$ cat src/rtl/scan_consts.svh
`ifndef SCAN_CONSTS_SVH
`define SCAN_CONSTS_SVH
`define SCAN_CHAIN_LEN      132
`define SCAN_CLOCKS         133
`define SCAN_RESET_CLOCKS   18
`define SCAN_LEAD_DUMMIES   2
`define SCAN_REAL_PIXELS    128
`define SCAN_CLK_PERIOD_NS  50
`define SCAN_SETTLE_NS      10000
`define SCAN_SETTLE_CYC     ((`SCAN_SETTLE_NS + `SCAN_CLK_PERIOD_NS - 1) / `SCAN_CLK_PERIOD_NS)
`define SCAN_XFER_NS        8000
`define SCAN_XFER_CYC       ((`SCAN_XFER_NS + `SCAN_CLK_PERIOD_NS - 1) / `SCAN_CLK_PERIOD_NS)
`define SCAN_INT_MIN_NS     125000
`define SCAN_INT_MIN_CYC    ((`SCAN_INT_MIN_NS + `SCAN_CLK_PERIOD_NS - 1) / `SCAN_CLK_PERIOD_NS)
`define SCAN_INT_MAX_NS     2000000
`define SCAN_INT_MAX_CYC    (`SCAN_INT_MAX_NS / `SCAN_CLK_PERIOD_NS)
`define SCAN_HALF_DIV       8
`endif

$ cat src/rtl/scan_pkg.sv
package scan_pkg;
    typedef logic [7:0] pixIndex_t;
    typedef enum logic [3:0] {
        CT_IDLE  = 4'h1,
        CT_CLOCK = 4'h2,
        CT_GAP   = 4'h4,
        CT_WAIT  = 4'h8
    } ctlState_t;
endpackage

$ cat src/rtl/scan_link_if.sv
`timescale 1ns/10ps
`default_nettype none
interface scan_link_if;
    logic      scanStart;   // serial start input of the array
    logic      scanClock;   // array clock, made by the controller
    logic      pixelValid;  // pixel_voltage_output carries a value
    logic [7:0] pixelIndex; // position in the 132-value readout
    logic      integrating; // integrators collecting light
    modport device (input scanStart, input scanClock, output pixelValid, output pixelIndex, output integrating);
    modport ctrl   (output scanStart, output scanClock, input pixelValid, input pixelIndex, input integrating);
endinterface
`default_nettype wire

$ cat src/rtl/scan_ctrl_end.sv
`timescale 1ns/10ps
`default_nettype none
`include "scan_consts.svh"
module scan_ctrl_end #(
    parameter int HALF_DIV = `SCAN_HALF_DIV,
    parameter int INT_MIN  = `SCAN_INT_MIN_CYC
) (
    input  wire logic       mclk,
    input  wire logic       rstn,
    input  wire logic       scanReq,
    output logic            scanBusy,
    output logic            pixelStrobe,
    output logic [7:0]      pixelNum,
    scan_link_if.ctrl       link
);
    import scan_pkg::*;
    ctlState_t   state;
    ctlState_t   next_state;
    logic [15:0] div;
    logic [15:0] next_div;
    logic [7:0]  pulses;
    logic [7:0]  next_pulses;
    logic [31:0] gap;
    logic [31:0] next_gap;
    logic        sclk;
    logic        next_sclk;
    logic        start;
    logic        next_start;
    logic        next_strobe;
    logic [7:0]  next_num;

    // divider makes the array clock; start rises on a low phase, drops after one rise
    always_comb begin
        next_state = state;
        next_div = div;
        next_pulses = pulses;
        next_gap = gap;
        next_sclk = sclk;
        next_start = start;
        next_strobe = 1'b0;
        next_num = pixelNum;
        case (state)
            CT_IDLE: begin
                if (scanReq) begin
                    next_state = CT_CLOCK;
                    next_start = 1'b1;
                    next_div = 16'h0000;
                    next_pulses = 8'h00;
                end
            end
            CT_CLOCK: begin
                if (div == 16'(HALF_DIV - 1)) begin
                    next_div = 16'h0000;
                    next_sclk = ~sclk;
                    if (!sclk) begin
                        next_pulses = pulses + 8'h01;
                    end else begin
                        next_start = 1'b0;          // low before next rising edge
                        if (link.pixelValid) begin
                            next_strobe = 1'b1;     // sample settled value before the fall
                            next_num = link.pixelIndex;
                        end
                        if (pulses == 8'(`SCAN_CLOCKS)) begin
                            next_state = CT_GAP;    // all 133 clocks given
                            next_gap = 32'h0;
                        end
                    end
                end else
                    next_div = div + 16'h0001;
            end
            CT_GAP: begin
                next_gap = gap + 32'h1;
                if (gap >= 32'(`SCAN_SETTLE_CYC) && gap >= 32'(`SCAN_XFER_CYC) && gap >= 32'(INT_MIN))
                    next_state = CT_IDLE;
            end
            default: next_state = CT_IDLE;
        endcase
    end

    always_ff @(posedge mclk or negedge rstn) begin
        if (!rstn) begin
            state <= CT_IDLE;
            div <= 16'h0000;
            pulses <= 8'h00;
            gap <= 32'h0;
            sclk <= 1'b0;
            start <= 1'b0;
            pixelStrobe <= 1'b0;
            pixelNum <= 8'h00;
        end else begin
            state <= next_state;
            div <= next_div;
            pulses <= next_pulses;
            gap <= next_gap;
            sclk <= next_sclk;
            start <= next_start;
            pixelStrobe <= next_strobe;
            pixelNum <= next_num;
        end
    end

    assign link.scanClock = sclk;
    assign link.scanStart = start;
    assign scanBusy = (state != CT_IDLE);  // first request after reset is the init scan
endmodule
`default_nettype wire

$ cat src/flat_wrapper.sv
// flat-port wrapper written by rule: the top's interface ports become plain ports
module scan_ctrl_end_flat import scan_pkg::*;
#(
    parameter int HALF_DIV = `SCAN_HALF_DIV,
    parameter int INT_MIN  = `SCAN_INT_MIN_CYC
)
  (mclk, rstn, scanReq, scanBusy, pixelStrobe, pixelNum, link_scanStart, link_scanClock, link_pixelValid, link_pixelIndex, link_integrating);
  scan_link_if link_i ();
  input  wire logic mclk;
  input  wire logic rstn;
  input  wire logic scanReq;
  output logic scanBusy;
  output logic pixelStrobe;
  output logic [7:0] pixelNum;
  output wire logic [$bits(link_i.scanStart)-1:0] link_scanStart;
  output wire logic [$bits(link_i.scanClock)-1:0] link_scanClock;
  input wire logic [$bits(link_i.pixelValid)-1:0] link_pixelValid;
  input wire logic [$bits(link_i.pixelIndex)-1:0] link_pixelIndex;
  input wire logic [$bits(link_i.integrating)-1:0] link_integrating;
  assign link_scanStart = link_i.scanStart;
  assign link_scanClock = link_i.scanClock;
  assign link_i.pixelValid = link_pixelValid;
  assign link_i.pixelIndex = link_pixelIndex;
  assign link_i.integrating = link_integrating;
  scan_ctrl_end #(.HALF_DIV(HALF_DIV), .INT_MIN(INT_MIN)) u_core (.mclk(mclk), .rstn(rstn), .scanReq(scanReq), .scanBusy(scanBusy), .pixelStrobe(pixelStrobe), .pixelNum(pixelNum), .link(link_i));
endmodule
$ cat config.mk
export PLATFORM = sky130hd
export DESIGN_NAME = scan_ctrl_end_flat
export DESIGN_NICKNAME = d
export VERILOG_FILES = /design/src/rtl/scan_pkg.sv /design/src/rtl/scan_link_if.sv /design/src/rtl/scan_ctrl_end.sv /design/src/flat_wrapper.sv
export VERILOG_INCLUDE_DIRS = /design/src /design/src/rtl
export SDC_FILE = /design/constraint.sdc
export NUM_CORES = 1
export LEC_CHECK = 0
export BUFFER_PORTS_ARGS = -buffer_cell sky130_fd_sc_hd__buf_2
export CAP_MARGIN = 20
export CORE_MARGIN = 3
export CORE_UTILIZATION = 42
export CTS_CLUSTER_SIZE = 8
export DETAILED_ROUTE_END_ITERATION = 7
export SETUP_SLACK_MARGIN = 0.4
export SLEW_MARGIN = 25
export SYNTH_ARGS = -nofsm -noshare
export SYNTH_HDL_FRONTEND = slang
export SYNTH_SLANG_ARGS = --single-unit
export TNS_END_PERCENT = 20
$ cat constraint.sdc
create_clock -name mclk -period 3.2 [get_ports mclk]
set_input_delay 0.32 -clock mclk [delete_from_list [all_inputs] [get_ports mclk]]
set_output_delay 0.32 -clock mclk [all_outputs]
set_load 0.02 [all_outputs]
### Word-level counts from Yosys, hierarchy flattened

Cells that the tools add are included.

* flip-flop bits (word level): 71
* input bits: 13
* output and inout bits: 12

* $add $sub $neg: 3
* magnitude comparators: 3
* equality and inequality tests: 12
* multiplexer cells: 25
* bitwise operators: 1
* reductions and logical operators: 11

Operators with widths (number)
* $mux 32: 3
* $ge 32x8->1 const B: 2
* $pmux 32 s2: 1
* $add 32x1->32 const B: 1
* $ge 32x12->1 const B: 1
* $mux 16: 2
* $pmux 16 s2: 1
* $mux 8: 3
* $mux 4: 5
* $add 16x1->16 const B: 1
* $eq 16x3->1 const B: 1
* $pmux 8 s2: 1
* $reduce_and 4->1: 4
* $pmux 4 s3: 1
* $add 8x1->8 const B: 1
* $eq 8x8->1 const B: 1
* $ne 2x1->1 const B: 4
* $mux 1: 7
* $reduce_and 5->1: 1
* $eq 4x1->1 const B: 1
* $eq 4x2->1 const B: 1
* $eq 4x3->1 const B: 1
* $ne 2x2->1 const B: 2
* $ne 4x1->1 const B: 1
* other kinds (5): 8

### Depth between registers and ports, before layout

* depth after elaboration: 5
* depth in mapped cells: 9
* depth with buffers taken out: 7

### Worst setup path before layout

No wires, ideal clock.

* path type: register to register
* start point: reg u_core.div[0]
* end point: reg u_core.gap[23]
* library setup time: 0.074 ns
* data arrival time: 2.648 ns
* required time: 3.126 ns
* slack: 0.478 ns
* stages on the path, launching flop included: 9
* buffers on the path: 2
* period minus slack after synthesis: 2.722 ns
* cells stage by stage: dfrtp_1 -> ha_1 -> or4bb_1 -> or4_1 -> buf_2 -> a21o_4 -> buf_6 -> or4_4 -> a21oi_2

* cells in the longest elaborated chain, start to end: 3

RTL lines
* start: declaration: RTL line scan_ctrl_end.sv:19 `logic [15:0] div;`
* start signal: assignment: RTL line scan_ctrl_end.sv:92 `div <= next_div;`
* $eq 16x3->1: RTL line scan_ctrl_end.sv:52 `if (div == 16'(HALF_DIV - 1)) begin`
* $ne 2x1->1 (no source line)
* $reduce_and 4->1 (no source line)
* end signal: assignment: RTL line scan_ctrl_end.sv:94 `gap <= next_gap;`
* end: declaration: RTL line scan_ctrl_end.sv:23 `logic [31:0] gap;`

Every way passes these cells.
A chain may end at the register's enable or synchronous reset.

### Final worst setup path

* start point: reg u_core.div[3]
* end point: reg u_core.gap[26]

The elaborated chain is that of the path after synthesis.

==> out/metrics.yaml <==
first_pass_iters: 4
p_per_area_nw_per_um2: 430
critPathRequiredTime_ns: 3.47
layout_common_cells: "dfrtp_1, o21ai_0, nand2_1, a21oi_1, buf_2"
crit_chain: "or4b_2, or4_4, a2111o_1, or3_1, a21oi_1"
status: "complete, no violations"
worst_r2r_endpoint: "u_core.gap[26]"
hold_end: "u_core.pixelNum[6]"
cts.clk_slew.worst_paths_ns: 0.08
place.port_buffers: 23
first_global_vias: 3143
drt-met1-wl_mm: 4.11
grt-ovfl-total: 0
synth_nets: 423
areaGrowthSynthToFinish_pct: 16.0
first_iter_violations: 124
clock_skew_ns: 0.00828
post-route-min-period_ns: 2.76
ys.flop_type: "dfrtp_1"
syn-mean-instance-area_um2: 9.25
diodes: 0
cts_buffer_depth: 2
via_per_inst: 5.95
num-fill-cells: 793
met3_length_um: 276
synth_edf_count: 0
fp.dieArea_um2: 10100
rsz0062_at_grt: "true"
clock-root-buffer: "clkbuf_8"
fp-row-count: 33
whs_path_depth: 2
fmax_mhz: 362
yosysWarnings: 0
final_common_cell: "dfrtp_1"
switchingPower_w: 0.000376
ys_seq_area_share_pct: 46.8
wire_per_inst_um: 15.7
grt_pass1_wl_mm: 15.1
critPathSlowestCell: "or4b_2"
p_comb_share_pct: 1.4
start_util_pct: 44.5
hpwl_mm: 5.58
drc: 0
synth_cell_types: 48
drt_wl_total_mm: 8.63
ant_nets: 0
internal-power_w: 0.00149
grt_antenna_before_repair: 0
gp_congestion: 0.799
worstPathMaxFanout: 6
tns_ns: 0
routed.top_layer: "met4"
hold_viol: 0
power.share.clock_pct: 51.3
setup_slack_ns: 0.441
hp-class: "input pin to register"
die_y_um: 100
syn_area_um2: 3740
cts_tree: "yes"
clock-sinks: 70
ios: 25
async_flop_share_pct: 100
final_nets: 457
dp.cells: 525
max_slew.worst_pin.slew_ns: 0.751
die_x_um: 100
end_kind: "register"
vias: 3264
final_cells: 549
crit_type: "register to register"
max-slew-margin-rel_pct: 49.7
ys_seq_elements: 70
drv_cap: 0
finalPower_w: 0.00187
grt_use_total_pct: 18.4
htree_levels: 3
drive_above_1_share_pct: 17.8
routed-wl-met2_mm: 4.15
synth_cells: 405
slowest_delay_ns: 0.66
hp-start: "link_pixelIndex[6]"
coreArea_um2: 8420
final_util_pct: 51.6
grt_max_degree: 47
switching_share_pct: 20.1
rrSetupSlack_ns: 0.44
cp-start-kind: "register"
ir_worst_vdd_mv: 0.313
rr_worst_depth: 5
power_frac_seq_pct: 47.3
insertion_delay_ns: 0.35
r2r_start: "u_core.div[3]"
maxSlewViolCount: 0
finalSetupViolations: 0
layout_worst_path_cycle_share_pct: 86.2
dp_slack_ns: 0.309
numCtsBuffers: 9
leakagePower_nw: 1.82
arrival_ns: 3.03
## sequential cells by signal (all words and copies together), names as in the netlist
| register | count |
|---|---|
| u_core.state | 3 |
| u_core.pulses | 8 |
| u_core.pixelNum | 8 |
| u_core.div | 16 |
| u_core.link.scanStart | 1 |
| u_core.link.scanClock | 1 |
| u_core.gap | 32 |
| u_core.pixelStrobe | 1 |
## worst max path at each step
| stage | start | end | slack (ns) |
|---|---|---|---|
| after floorplan | u_core.div[0] | u_core.gap[23] | 0.48 |
| after global placement | u_core.div[0] | u_core.gap[23] | 0.32 |
| after detailed placement | u_core.div[0] | u_core.gap[22] | 0.31 |
| after CTS | u_core.div[0] | u_core.gap[31] | 0.39 |
| after global routing | u_core.div[3] | u_core.gap[17] | 0.36 |
| final | u_core.div[3] | u_core.gap[26] | 0.44 |
## Yosys cell counts (all sizes together) (3+ instances only)
cell	n	area [um2]
a21oi	37	189
dfrtp	69	1730
and4	5	43.8
buf	3	20.0
or3	11	68.8
a22o	4	35.0
ha	5	62.6
o21ai	45	225
a211oi	7	52.6
or4	18	139
nor3b	4	30.0
and3	6	37.5
a21o	3	30.0
mux2i	3	30.0
nand4b	4	35.0
clkbuf	15	56.3
nand4	12	75.1
nand2	40	150
o31ai	17	128
inv	12	45.0
nor2	16	60.1
nor3	8	45.0
mux2	8	90.1
nand3b	3	22.5
nor4	9	62.6
nand3	22	110
## routing by layer
| layer | global-route usage [%] | vias up |
|---|---|---|
| li1 | - | 1618 |
| met1 | 25.2 | 1594 |
| met2 | 29.1 | 43 |
| met3 | 4.86 | 9 |
| met4 | 4.66 | 0 |
| met5 | 0 | - |
## what timing repair did
action	4_1_cts	5_1_grt
endpoints found under the hold margin	24	0
gates cloned	1	1
hold buffers	1	0
buffers inserted	0	5
gates resized for setup	1	3
endpoints found under the setup margin	14	14
pin swaps	1	4
## power groups by stage
| stage | combinational [W] | sequential [W] | clock [W] |
|---|---|---|---|
| 2_1_floorplan | 0.000000111 | 0.000902 | 0 |
| 3_3_place_gp | 0.0000269 | 0.000901 | 0 |
| 5_1_grt | 0.0000310 | 0.000884 | 0.00102 |
| 6_report | 0.0000261 | 0.000884 | 0.000958 |
| 3_5_place_dp | 0.0000270 | 0.000901 | 0 |
| 4_1_cts | 0.0000280 | 0.000884 | 0.000980 |
## kinds of logic (layout without fill, tap and decap cells)
family	after synthesis	count (layout)	share of synthesized area, %
fa+ha+maj	5	5	1.67
buf+inv	30	67	3.24
simple gates	167	167	25.4
mux	11	11	3.21
flops	70	70	46.8
compound gates	120	122	19.2
xor+xnor	2	2	0.468
## cell type report
cell class / instances / area, um2 / share of cell area [%]
clock inverters: 7 / 145 / 3.34
clock buffers: 9 / 124 / 2.85
repair buffers: 39 / 238 / 5.47
inverters: 12 / 45.0 / 1.04
flip-flops and latches: 70 / 1750 / 40.4
multi-input cells: 307 / 1910 / 43.9
well taps: 105 / 131 / 3.02
## worst max-delay path, delay by kind of cell (launching register included)
kind / cells / cell delay [ns]
simple gates: 3 / 1.59
compound gates: 2 / 0.65
flops: 1 / 0.44
## metrics by stage
step	area, um2	hold WS, ns
after floorplan	3740	0.0244
after global placement	4000	0.339
after detailed placement	4000	0.341
after CTS	4290	0.187
after global routing	4340	0.186
final	4340	0.199
(Power assumes the default switching activity.)
